<file path="config.mk">
export PLATFORM = sky130hd
export DESIGN_NAME = meter_ohms_mode_display_ctrl
export DESIGN_NICKNAME = d
export VERILOG_FILES = /design/src/meter_pkg.sv /design/src/meter_clock_div.sv /design/src/meter_lcd_duplex.sv /design/src/meter_ohms_mode_display_ctrl.sv
export SDC_FILE = /design/constraint.sdc
export NUM_CORES = 1
export LEC_CHECK = 0
export BUFFER_PORTS_ARGS = -buffer_cell sky130_fd_sc_hd__buf_2
export CAP_MARGIN = 20
export CELL_PAD_IN_SITES_DETAIL_PLACEMENT = 0
export CELL_PAD_IN_SITES_GLOBAL_PLACEMENT = 1
export CORE_UTILIZATION = 30
export CTS_CLUSTER_SIZE = 20
export DETAILED_ROUTE_END_ITERATION = 8
export HOLD_SLACK_MARGIN = 0.15
export MAX_ROUTING_LAYER = met4
export PLACE_DENSITY_LB_ADDON = 0.1
export SETUP_SLACK_MARGIN = 0.02
export SYNTH_ARGS = -nofsm -noshare
export SYNTH_HDL_FRONTEND = slang
export SYNTH_SLANG_ARGS = --single-unit
export TNS_END_PERCENT = 50
</file>
<file path="constraint.sdc">
create_clock -name pclk -period 4.31 [get_ports pclk]
set_clock_uncertainty 0.05 [all_clocks]
set_input_delay 0.2155 -clock pclk [delete_from_list [all_inputs] [get_ports pclk]]
set_output_delay 0.2155 -clock pclk [all_outputs]
set_load 0.01 [all_outputs]
</file>
<file path="src/meter_pkg.sv">
package meter_pkg;

  // ---------------------------------------------------------------
  // Clocking
  // ---------------------------------------------------------------
  localparam int PCLK_HZ = 20000000;
  localparam int CRYSTAL_HZ = 120000;
  localparam int TONE_CRYSTAL_DIV = 60;
  localparam int TONE_HALF_TICKS = TONE_CRYSTAL_DIV / 2;

  // ---------------------------------------------------------------
  // Conversion timing, in internal clock ticks
  // ---------------------------------------------------------------
  localparam int AZ_TICKS = 1000;
  localparam int INT_COARSE_TICKS = 1000;
  localparam int INT_FINE_TICKS = 10000;
  localparam logic [15:0] OVERLOAD_BCD = 16'h4000;
  localparam logic [15:0] UNDERRANGE_BCD = 16'h0360;

  // ---------------------------------------------------------------
  // Display
  // ---------------------------------------------------------------
  localparam int SEG_LINES = 18;
  localparam int LCD_SLOT_TICKS = 64;
  localparam logic [1:0] LVL_LOW = 2'h0;
  localparam logic [1:0] LVL_MID = 2'h1;
  localparam logic [1:0] LVL_HIGH = 2'h2;

  // ---------------------------------------------------------------
  // Register map
  // ---------------------------------------------------------------
  localparam logic [11:0] REG_CTRL = 12'h000;
  localparam logic [11:0] REG_STATUS = 12'h004;
  localparam logic [11:0] REG_READING = 12'h008;
  localparam logic CTRL_DISPLAY_RESET = 1'b1;

  typedef enum logic [1:0] {T_HIGH, T_MID, T_LOW} tern_e;
  typedef enum logic [1:0] {PH_AZ, PH_INT, PH_DEINT} phase_e;

  function automatic tern_e tern_decode(input logic hi, input logic lo);
    if (hi) begin
      return T_HIGH;
    end else if (lo) begin
      return T_LOW;
    end
    return T_MID;
  endfunction

endpackage
</file>
<file path="src/meter_clock_div.sv">
`timescale 1ns/1ps
module meter_clock_div import meter_pkg::*; #(
  parameter int CRYS_HZ = CRYSTAL_HZ
) (
  input wire logic pclk,
  input wire logic presetn,
  output logic master_tick,
  output logic tone
);

  // ---------------------------------------------------------------
  // State
  // ---------------------------------------------------------------
  typedef struct packed {
    logic [24:0] acc;
    logic half;
    logic [5:0] tone_cnt;
    logic tone;
    logic master_tick;
  } div_s;

  div_s r;
  div_s next_r;
  logic [24:0] sum;
  logic crystal_tick;

  // Fractional accumulator: pclk is not a multiple of the crystal
  assign sum = r.acc + 25'(CRYS_HZ);
  assign crystal_tick = (sum >= 25'(PCLK_HZ));

  always_comb begin
    next_r = r;
    next_r.master_tick = 1'b0;
    next_r.acc = crystal_tick ? 25'(sum - 25'(PCLK_HZ)) : sum;
    if (crystal_tick) begin
      next_r.half = ~r.half;
      next_r.master_tick = r.half; // [RL1]
      if (r.tone_cnt == 6'(TONE_HALF_TICKS - 1)) begin
        next_r.tone_cnt = 6'h00;
        next_r.tone = ~r.tone; // [RL19]
      end else begin
        next_r.tone_cnt = r.tone_cnt + 6'h01;
      end
    end
  end

  always_ff @(posedge pclk or negedge presetn) begin
    if (!presetn) begin
      r <= '0;
    end else begin
      r <= next_r;
    end
  end

  assign master_tick = r.master_tick;
  assign tone = r.tone;

endmodule

</file>
<file path="src/meter_lcd_duplex.sv">
`timescale 1ns/1ps
module meter_lcd_duplex import meter_pkg::*; #(
  parameter int LINES = SEG_LINES
) (
  input wire logic pclk,
  input wire logic presetn,
  input wire logic master_tick,
  input wire logic [LINES-1:0] seg_bp1,
  input wire logic [LINES-1:0] seg_bp2,
  output logic [1:0] bp1_level,
  output logic [1:0] bp2_level,
  output logic [LINES-1:0] seg_level
);

  // ---------------------------------------------------------------
  // State
  // ---------------------------------------------------------------
  typedef struct packed {
    logic [6:0] div;
    logic [1:0] slot;
    logic [1:0] bp1;
    logic [1:0] bp2;
    logic [LINES-1:0] seg;
  } lcd_s;

  lcd_s r;
  lcd_s next_r;

  // Slot 0/1 drive plane 1 high then low, slot 2/3 plane 2; the idle
  // plane sits at mid. Each segment spends equal time high and low,
  // so no DC builds up across the glass.
  always_comb begin
    logic bp_high;
    logic [LINES-1:0] on;
    bp_high = 1'b0;
    on = '0;
    next_r = r;
    if (master_tick) begin
      if (r.div == 7'(LCD_SLOT_TICKS - 1)) begin
        next_r.div = 7'h00;
        next_r.slot = r.slot + 2'h1;
      end else begin
        next_r.div = r.div + 7'h01;
      end
    end
    bp_high = ~next_r.slot[0];
    on = next_r.slot[1] ? seg_bp2 : seg_bp1; // [RL11]
    next_r.bp1 = next_r.slot[1] ? LVL_MID : (bp_high ? LVL_HIGH : LVL_LOW); // [RL13]
    next_r.bp2 = next_r.slot[1] ? (bp_high ? LVL_HIGH : LVL_LOW) : LVL_MID; // [RL13]
    next_r.seg = on ^ {LINES{bp_high}}; // [RL13]
  end

  always_ff @(posedge pclk or negedge presetn) begin
    if (!presetn) begin
      r <= '{div: 7'h00, slot: 2'h0, bp1: LVL_MID, bp2: LVL_MID, seg: '0};
    end else begin
      r <= next_r;
    end
  end

  assign bp1_level = r.bp1;
  assign bp2_level = r.bp2;
  assign seg_level = r.seg;

endmodule

</file>
<file path="src/meter_ohms_mode_display_ctrl.sv">
`timescale 1ns/1ps
//
// Contract
// [RL1] Internal tick is the crystal rate halved; all phases count it.
// [RL2] Crystal runs near 120 kHz for 60 Hz, 100 kHz for 50 Hz.
// [RL3] Function select: high ohms, middle or open volts, low amps.
// [RL4] Scale, subrange and hold selects decode high, middle, low as listed.
// [RL5] Ohms integrates unknown, deintegrates known resistor, current timing.
// [RL6] Low ohms uses low known resistor, high ohms the high one.
// [RL7] Continuity detector enabled only in low ohms subrange.
// [RL8] Beeper sounds while the continuity comparator reports low voltage.
// [RL9] Beeper toggles rail to rail as a square tone.
// [RL10] Beeper follows comparator with no conversion phase gating.
// [RL11] Display duplexed on two backplanes, two segments per line.
// [RL12] Drive digits, decimal points and range, polarity, battery annunciators.
// [RL13] Three level balanced waveforms keep segment DC near zero.
// [RL14] Most sensitive range integrates 10,000 internal ticks.
// [RL15] Offset null switches close each null phase, used in next integrate.
// [RL16] Only the 1000 and 10,000 tick ranges are used.
// [RL17] No zero crossing by 4000 counts sets overload and shows it.
// [RL18] Below 360 steps to finer range; else display; last range always shown.
// [RL19] Tone is crystal rate divided by 60.
// [RL20] Hold freezes the displayed reading and annunciators.
module meter_ohms_mode_display_ctrl import meter_pkg::*; #(
  parameter int INT_FINE = INT_FINE_TICKS,
  parameter int CRYS_HZ = CRYSTAL_HZ
) (
  input wire logic pclk,
  input wire logic presetn,
  input wire logic [11:0] paddr,
  input wire logic psel,
  input wire logic penable,
  input wire logic pwrite,
  input wire logic [31:0] pwdata,
  output logic [31:0] prdata,
  output logic pready,
  output logic pslverr,
  input wire logic function_high,
  input wire logic function_low,
  input wire logic current_scale_select_high,
  input wire logic current_scale_select_low,
  input wire logic subrange_select_high,
  input wire logic subrange_select_low,
  input wire logic hold_high,
  input wire logic hold_low,
  input wire logic integrator_zero,
  input wire logic integrator_positive,
  input wire logic continuity_below,
  input wire logic low_battery,
  output logic offset_null_phase,
  output logic integrate_input,
  output logic deintegrate_pos,
  output logic deintegrate_neg,
  output logic fine_range,
  output logic low_known_resistor,
  output logic high_known_resistor,
  output logic continuity_enable,
  output logic beeper_out,
  output logic overload_indication,
  output logic [1:0] backplane1_level,
  output logic [1:0] backplane2_level,
  output logic [SEG_LINES-1:0] segment_line
);

  // ---------------------------------------------------------------
  // Helpers
  // ---------------------------------------------------------------
  // Segments {a,b,c,d,e,f,g}; code 4'hf is an L, 4'he blank
  function automatic logic [6:0] seg7(input logic [3:0] d);
    case (d)
      4'h0: seg7 = 7'h7e;
      4'h1: seg7 = 7'h30;
      4'h2: seg7 = 7'h6d;
      4'h3: seg7 = 7'h79;
      4'h4: seg7 = 7'h33;
      4'h5: seg7 = 7'h5b;
      4'h6: seg7 = 7'h5f;
      4'h7: seg7 = 7'h70;
      4'h8: seg7 = 7'h7f;
      4'h9: seg7 = 7'h7b;
      4'hf: seg7 = 7'h0e;
      default: seg7 = 7'h00;
    endcase
  endfunction

  function automatic logic [15:0] bcd_inc(input logic [15:0] v);
    logic [15:0] o;
    logic carry;
    o = v;
    carry = 1'b1;
    for (int i = 0; i < 4; i++) begin
      if (carry) begin
        if (o[i*4 +: 4] == 4'h9) begin
          o[i*4 +: 4] = 4'h0;
        end else begin
          o[i*4 +: 4] = o[i*4 +: 4] + 4'h1;
          carry = 1'b0;
        end
      end
    end
    return o;
  endfunction

  // ---------------------------------------------------------------
  // State
  // ---------------------------------------------------------------
  typedef struct packed {
    phase_e phase;
    logic fine;
    logic [13:0] ticks;
    logic [15:0] bcd;
    logic positive;
    logic [15:0] reading;
    logic shown_positive;
    logic shown_overload;
    logic shown_fine;
    tern_e shown_func;
    tern_e shown_scale;
    tern_e shown_sub;
    logic shown_lowbat;
    logic display_on;
    logic [31:0] prdata;
    logic pslverr;
  } ctrl_s;

  ctrl_s r;
  ctrl_s next_r;
  tern_e func;
  tern_e scale;
  tern_e sub;
  tern_e hold;
  logic master_tick;
  logic tone;
  logic [13:0] int_last;
  logic crossing;
  logic [SEG_LINES-1:0] seg_bp1;
  logic [SEG_LINES-1:0] seg_bp2;

  assign func = tern_decode(function_high, function_low); // [RL3]
  assign scale = tern_decode(current_scale_select_high, current_scale_select_low); // [RL4]
  assign sub = tern_decode(subrange_select_high, subrange_select_low); // [RL4]
  assign hold = tern_decode(hold_high, hold_low); // [RL4]

  // Only the two most sensitive ranges are sequenced
  assign int_last = r.fine ? 14'(INT_FINE - 1) : 14'(INT_COARSE_TICKS - 1); // [RL16] [RL14]
  assign crossing = integrator_zero || (bcd_inc(r.bcd) == OVERLOAD_BCD); // [RL17]

  // ---------------------------------------------------------------
  // Sequencer and register bus
  // ---------------------------------------------------------------
  always_comb begin
    next_r = r;
    if (master_tick) begin
      next_r.ticks = r.ticks + 14'h0001;
      unique case (r.phase)
        PH_AZ: begin
          if (r.ticks == 14'(AZ_TICKS - 1)) begin
            next_r.phase = PH_INT; // [RL15]
            next_r.ticks = '0;
          end
        end
        PH_INT: begin
          if (r.ticks == int_last) begin
            next_r.phase = PH_DEINT; // [RL5]
            next_r.ticks = '0;
            next_r.bcd = '0;
            next_r.positive = integrator_positive;
          end
        end
        PH_DEINT: begin
          next_r.bcd = bcd_inc(r.bcd);
          if (crossing) begin
            next_r.phase = PH_AZ;
            next_r.ticks = '0;
            if (!integrator_zero || r.fine || r.bcd >= UNDERRANGE_BCD) begin // [RL18]
              next_r.fine = 1'b0;
              if (hold != T_HIGH) begin // [RL20]
                next_r.reading = r.bcd;
                next_r.shown_overload = !integrator_zero; // [RL17]
                next_r.shown_positive = r.positive;
                next_r.shown_fine = r.fine;
                next_r.shown_func = func;
                next_r.shown_scale = scale;
                next_r.shown_sub = sub;
                next_r.shown_lowbat = low_battery;
              end
            end else begin
              next_r.fine = 1'b1; // [RL18]
            end
          end
        end
      endcase
    end
    // Read data are captured in the setup cycle so prdata is a flop
    if (psel && !penable) begin
      next_r.pslverr = 1'b0;
      next_r.prdata = '0;
      case (paddr)
        REG_CTRL: next_r.prdata = {31'h0, r.display_on};
        REG_STATUS: next_r.prdata = {22'h0, r.shown_overload, r.fine, r.phase,
                                     hold, sub, func};
        REG_READING: next_r.prdata = {16'h0, r.reading};
        default: next_r.pslverr = 1'b1;
      endcase
    end
    if (psel && penable && pwrite && paddr == REG_CTRL) begin
      next_r.display_on = pwdata[0];
    end
  end

  always_ff @(posedge pclk or negedge presetn) begin
    if (!presetn) begin
      r <= '{phase: PH_AZ, fine: 1'b0, ticks: '0, bcd: '0, positive: 1'b1,
             reading: '0, shown_positive: 1'b1, shown_overload: 1'b0,
             shown_fine: 1'b0, shown_func: T_MID, shown_scale: T_MID,
             shown_sub: T_MID, shown_lowbat: 1'b0,
             display_on: CTRL_DISPLAY_RESET, prdata: '0, pslverr: 1'b0};
    end else begin
      r <= next_r;
    end
  end

  assign pready = 1'b1;
  assign prdata = r.prdata;
  assign pslverr = r.pslverr;

  // ---------------------------------------------------------------
  // Analog switch controls
  // ---------------------------------------------------------------
  assign offset_null_phase = (r.phase == PH_AZ); // [RL15]
  assign integrate_input = (r.phase == PH_INT); // [RL5]
  assign deintegrate_pos = (r.phase == PH_DEINT) && r.positive;
  assign deintegrate_neg = (r.phase == PH_DEINT) && !r.positive;
  assign fine_range = r.fine;
  assign low_known_resistor = (r.phase == PH_DEINT) && func == T_HIGH && sub == T_MID; // [RL6]
  assign high_known_resistor = (r.phase == PH_DEINT) && func == T_HIGH && sub == T_HIGH; // [RL6]
  assign overload_indication = r.shown_overload;

  // ---------------------------------------------------------------
  // Continuity beeper
  // ---------------------------------------------------------------
  // Idle level is the upper rail; no dependence on the phase so the
  // user hears the probe contact at once.
  assign continuity_enable = (func == T_HIGH) && (sub == T_MID); // [RL7]
  assign beeper_out = (continuity_enable && continuity_below) ? tone : 1'b1; // [RL8] [RL9] [RL10]

  // ---------------------------------------------------------------
  // Display pattern
  // ---------------------------------------------------------------
  always_comb begin
    logic [15:0] digits;
    logic [6:0] s;
    logic [2:0] dp;
    digits = r.reading;
    s = '0;
    dp = '0;
    seg_bp1 = '0;
    seg_bp2 = '0;
    if (r.shown_overload) begin
      digits = 16'he0fe; // [RL17]
    end
    dp[0] = r.shown_fine && !r.shown_overload;
    dp[2] = !r.shown_fine && !r.shown_overload;
    for (int k = 0; k < 3; k++) begin
      s = seg7(digits[k*4 +: 4]);
      seg_bp1[4 + k*4 +: 4] = {s[1], s[0], s[6], s[5]}; // [RL12]
      seg_bp2[4 + k*4 +: 4] = {dp[k], s[2], s[3], s[4]}; // [RL12]
    end
    s = seg7(digits[15:12]);
    seg_bp1[17:16] = {s[6] | s[3] | s[0], s[5]};
    seg_bp2[17:16] = {s[2], s[4]};
    // Annunciators; minus sign shares the thousands upper segment
    seg_bp1[0] = r.shown_func == T_HIGH && r.shown_sub == T_MID;
    seg_bp1[1] = r.shown_func == T_HIGH;
    seg_bp1[2] = r.shown_func == T_HIGH && r.shown_sub == T_HIGH;
    seg_bp1[3] = r.shown_lowbat;
    seg_bp2[0] = r.shown_func == T_LOW && r.shown_scale == T_HIGH;
    seg_bp2[1] = r.shown_func == T_LOW;
    seg_bp2[2] = r.shown_func == T_LOW && r.shown_scale != T_HIGH;
    seg_bp2[3] = r.shown_func == T_MID;
    if (r.shown_func != T_HIGH && !r.shown_positive && !r.shown_overload) begin
      seg_bp1[16] = 1'b1;
    end
    // Blanking keeps the waveforms running so the glass stays balanced
    if (!r.display_on) begin
      seg_bp1 = '0;
      seg_bp2 = '0;
    end
  end

  // ---------------------------------------------------------------
  // Children
  // ---------------------------------------------------------------
  meter_clock_div #(.CRYS_HZ(CRYS_HZ)) u_div (
    .pclk(pclk),
    .presetn(presetn),
    .master_tick(master_tick),
    .tone(tone)
  );

  meter_lcd_duplex #(.LINES(SEG_LINES)) u_lcd (
    .pclk(pclk),
    .presetn(presetn),
    .master_tick(master_tick),
    .seg_bp1(seg_bp1),
    .seg_bp2(seg_bp2),
    .bp1_level(backplane1_level),
    .bp2_level(backplane2_level),
    .seg_level(segment_line)
  );

endmodule

</file>
-- Word level (Yosys, flattened, before mapping)
Memories as Yosys holds them, arrays and structs flattened.
Cells that the tools add are included.
Widths: inputs -> output; s select.
- register bits after elaboration: 159
- memories kept: 4
- logic and storage cells: 193
- ROM bits: 448
- input port bits: 61
- output and inout bits: 66
- memories (memory ; words ; width ; rd ports ; clocked after Yosys merged registers in ; wr ports ; RTL line ; source):
    (no name shown) ; 16 ; 7 ; 1 ; 0 ; 0 ; meter_ohms_mode_display_ctrl.sv:70 ; case (d)
    (no name shown) ; 16 ; 7 ; 1 ; 0 ; 0 ; meter_ohms_mode_display_ctrl.sv:70 ;
    (no name shown) ; 16 ; 7 ; 1 ; 0 ; 0 ; meter_ohms_mode_display_ctrl.sv:70 ;
    (no name shown) ; 16 ; 7 ; 1 ; 0 ; 0 ; meter_ohms_mode_display_ctrl.sv:70 ;
- order comparisons: 2
- eq/ne operators: 23
- multiplexer cells: 70
- add/subtract/negate cells: 10
- reduce and logical (&&, ||, !) cells: 49
- bitwise logic cells: 6
- operators with widths (kind ; count):
    $mux 18 ; 3
    $pmux 16 s3 ; 1
    $pmux 14 s3 ; 1
    $mux 4 ; 10
    $mux 2 ; 19
    $pmux 16 s2 ; 1
    $mux 31 ; 1
    $mux 14 ; 2
    $mux 1 ; 26
    $add 25x17->25 const B ; 1
    $ge 25x25->1 const B ; 1
    $mux 25 ; 1
    $sub 25x25->25 const B ; 1
    $logic_and 1x1->1 ; 19
    $xor 18x18->18 ; 1
    $mux 17 ; 1
    $add 4x1->4 const B ; 4
    $eq 16x15->1 const B ; 1
    $eq 4x4->1 const B ; 4
    $ge 16x10->1 const B ; 1
    $mux 16 ; 1
    $reduce_and 4->1 ; 4
    $add 14x1->14 const B ; 1
    $eq 14x10->1 const B ; 1
    other kinds (26) ; 54

-- Logic depth before layout (Yosys ltp)
- depth in word-level cells: 12
- mapped depth: 14
- depth with buffers taken out: 12

-- By module
From an unflattened synthesis, not the netlist that was laid out.
- cells, all modules: 1055
- area total of the unflattened synthesis: 9658.0 um^2
- modules (own cells, without submodules) (module ; cells each ; area each (um^2) ; seq. area each (um^2) ; instances):
    meter_ohms_mode_display_ctrl ; 625 ; 5447.7 ; 1959.4 ; 1
    meter_clock_div ; 236 ; 2198.4 ; 700.7 ; 1
    meter_lcd_duplex ; 194 ; 2011.9 ; 778.2 ; 1

-- Worst setup path after synthesis
OpenSTA, ideal clock, no wires.
- path kind: register -> register
- start point: register u_div.r[15] in the netlist's numbering
- end point: register u_div.r[30] in the netlist's numbering
- clock period less this slack: 3.132 ns
- library setup time: 0.080 ns
- path buffers: 2
- arrival: 3.002 ns
- required time: 4.180 ns
- slack: 1.178 ns
- stages on the path, launching flop included: 14
- cells stage by stage: dfrtp_1 > inv_1 > ha_1 > and3b_1 > buf_6 > o21ai_4 > xor2_2 > or4_4 > a311oi_4 > nor2_2 > buf_6 > or3_1 > o41ai_1 > xnor2_1
- RTL lines (element ; RTL line ; source):
    from (decl) ; meter_clock_div.sv:22 ; div_s r;
    from (signal assigned) ; meter_clock_div.sv:51 ; r <= next_r;

==> flow_summary.json <==
{
  "fin_crit_ps": 3809,
  "finalHoldViolations": 0,
  "nNetsFinal": 1087,
  "post_drt_wl_per_cell_um": 16.17,
  "ys_warn_count": 0,
  "synth_area_um2": 8703,
  "p_int_mw": 2.250,
  "grt.total_usage_pct": 16.41,
  "die_x_um": 172.3,
  "ios": 127,
  "seqCellArea_um2": 3438,
  "synth_edf_count": 0,
  "wl_um": 22380,
  "ys_ff_latch": 137,
  "postPlaceCellArea_um2": 9110,
  "yosysSeqAreaShare_pct": 39.51,
  "grt.overflow.total": 0,
  "grt_start_max_net_pins": 85,
  "crit_type": "register to register",
  "io_buffer_count": 78,
  "swShare_pct": 23.82,
  "path_delay_family": "compound AO/OA/AOI/OAI gates",
  "layout-drive-gt1-share_pct": 18.41,
  "tightest_slew_ps": 821.9,
  "core-area_um2": 28160,
  "rsz0062_at_grt": "false",
  "cts.reportedPaths.clkPinSlew_ps": 60,
  "setup_viol": 0,
  "synth_top_area_share_pct": 37.09,
  "drt-initial-drc-count": 356,
  "syn-instance-count": 966,
  "grt_pass1_wl_um": 36340,
  "worst_ir_drop_vdd_mv": 0.2507,
  "worst-path-buf-inv": 3,
  "via_per_inst": 4.853,
  "outcome": "completed",
  "ys_types": 83,
  "antenna_found_initial": 2,
  "cp_max_fo": 19,
  "leakage_nw": 4.044,
  "critPathCaptureType": "register",
  "dp_hpwl_um": 16150,
  "synthTopCellsByArea": "dfrtp_1 37%, o21ai_0 5.6%, ha_1 4.9%",
  "placement_rows": 61,
  "avgSynthCellArea_um2": 9.010,
  "period_share_pct": 88.37,
  "seq_power_share_pct": 43.9,
  "slew_headroom_pct": 45.20,
  "p_clk_share_pct": 52.4,
  "cts_sinks": 137,
  "ant_nets": 0,
  "cp_slowest_cell": "a211oi_1",
  "fillers": 2989,
  "gp_congestion": 0.8047,
  "yosysMostFrequentCell": "dfrtp_1",
  "synthTopCellsByCount": "129 x dfrtp_1, 98 x nand2_1, 98 x o21ai_0",
  "drc": 0,
  "ys_async_sr_fraction_pct": 100.0,
  "arrival_ps": 4100,
  "slew_violations": 0,
  "htree_levels": 4,
  "crit_chain": "inv_1, ha_1, and3b_1, o21ai_2, and4_1, a211oi_1, o22ai_1, buf_4, nor2_2, buf_4, nor3_1, o41ai_1, xnor2_1",
  "critPathMaxStageDelay_ps": 650,
  "die-area_um2": 29700,
  "power-per-cell-area_nw_per_um2": 300.5,
  "firstDrtPassIters": 5,
  "cts_tree": "yes",
  "grt_pass1_vias": 6500,
  "synth_ff_type": "dfrtp_1",
  "cts_root_buf": "clkbuf_16",
  "die_h_um": 172.3,
  "setup_tns_ps": 0,
  "post_cts_buffers": 0,
  "start_util_pct": 30.90,
  "p_comb_share_pct": 3.7,
  "cts.path.max_buffers": 2,
  "hp-class": "input pin to register",
  "cp_common_cell": "buf_4",
  "vias": 6716,
  "clock_latency_ps": 420,
  "p_switching_mw": 0.7037,
  "cts_made_buffers": 17,
  "multi_input_area_um2": 4558,
  "required_ps": 4600,
  "critPathLaunchType": "register",
  "fin_area_um2": 9831,
  "netlist.top_cell.by_area": "dfrtp_1",
  "syn2layout_area_growth_pct": 12.95,
  "fin_util_pct": 34.91,
  "max_freq_mhz": 262.5,
  "maxCapViolCount": 0
}
[state kept, by name (all words and copies together) (netlist names)]
signal,cells
u_div.tone,1
u_div.master_tick,1
u_div.r,26
u_lcd.bp1_level,2
u_lcd.seg_level,18
u_lcd.r,9
pslverr,1
u_lcd.bp2_level,2
r,59
fine_range,1
prdata,16
overload_indication,1
[stage by stage]
step                      power (mW)  setup slack (ps)  hold slack (ps)  std cells
after detailed placement       1.429             527.5            300.2       1341
final                          2.954             501.2            201.7       1384
after floorplan                1.377              1178           -130.1        981
after CTS                      3.018             511.1            186.2       1383
after global placement         1.429             585.0            302.9       1341
after global routing           3.092             263.2            200.7       1384
[power by group through the flow]
stage          combinational (mW)  sequential (mW)  clock [mW]
3_3_place_gp                0.108             1.32           0
5_1_grt                     0.127             1.30        1.67
3_5_place_dp                0.107             1.32           0
2_1_floorplan              0.0599             1.32           0
6_report                    0.109             1.30        1.55
4_1_cts                     0.114             1.30        1.61
[repair_timing]
item,in CTS,in global routing
hold buffers,10,0
gates resized for setup,0,0
endpoints found under the hold margin,85,0
[path summary, 6_finish.rpt]
path	start	end	slack, ps	cells past startpoint
worst max register to register	u_div.r[15]	u_div.r[30]	500	13
worst min register to register	u_div.r[8]	u_div.r[8]	420	1
worst max-delay path	u_div.r[15]	u_div.r[30]	500	13
max in group asynchronous	presetn	r[37]	2890	3
min in group asynchronous	presetn	r[56]	390	2
worst min-delay path	function_low	r[39]	200	3
[per-layer routing]
metal | vias up | part of all wire (%) | global-route usage (%)
met4 | 0 | 1.5 | 5.194
met5 | - | 0 | -
met1 | 3204 | 50 | 21.58
met2 | 103 | 46 | 26.03
met3 | 18 | 2.6 | 2.266
li1 | 3391 | - | -
[worst register-to-register path, cell delays in order, from the launching register on]
cell and delay [ps]:
dfrtp_1 470, inv_1 120, ha_1 270, and3b_1 440, o21ai_2 170, and4_1 200
a211oi_1 650, o22ai_1 200, buf_4 210, nor2_2 100, buf_4 270, nor3_1 90
o41ai_1 330, xnor2_1 160
[cell families (layout without fill, tap and decap cells)]
kind of cell	Yosys count	in the layout	share of synthesized area (%)
buf+inv	148	172	9.014
mux	37	37	4.802
compound gates	238	238	17.91
other cells	2	18	0.08629
xor+xnor	55	55	5.621
flops	137	137	39.51
simple gates	315	315	18.17
fa+ha+maj	34	34	4.888
[cell type report]
class | instances | share of cell area (%)
multi-input cells | 696 | 46.37
well taps | 378 | 4.811
clock buffers | 17 | 4.327
inverters | 39 | 1.489
clock inverters | 15 | 1.960
repair buffers | 101 | 6.046
diodes | 1 | 0.02546
flip-flops and latches | 137 | 34.98
[layout by cell type (no fill, tap or decap), types with 8 or more instances in the layout]
master,instances
clkbuf_16,17
and2_1,8
o31ai_1,19
o21ai_0,98
dlygate4sd3_1,10
nor2_1,65
nand3_1,19
nand2_1,98
nor2b_1,21
a21oi_1,29
dfstp_2,8
buf_4,13
conb_1,17
nand2b_1,10
a211oi_1,13
mux2i_1,8
o22ai_1,8
inv_1,38
ha_1,34
a22oi_1,8
xnor2_1,45
dfrtp_1,129
nor3_1,21
nand4_1,16
mux2_2,28
buf_2,77
Note: power is estimated with default switching activity, not from simulation.
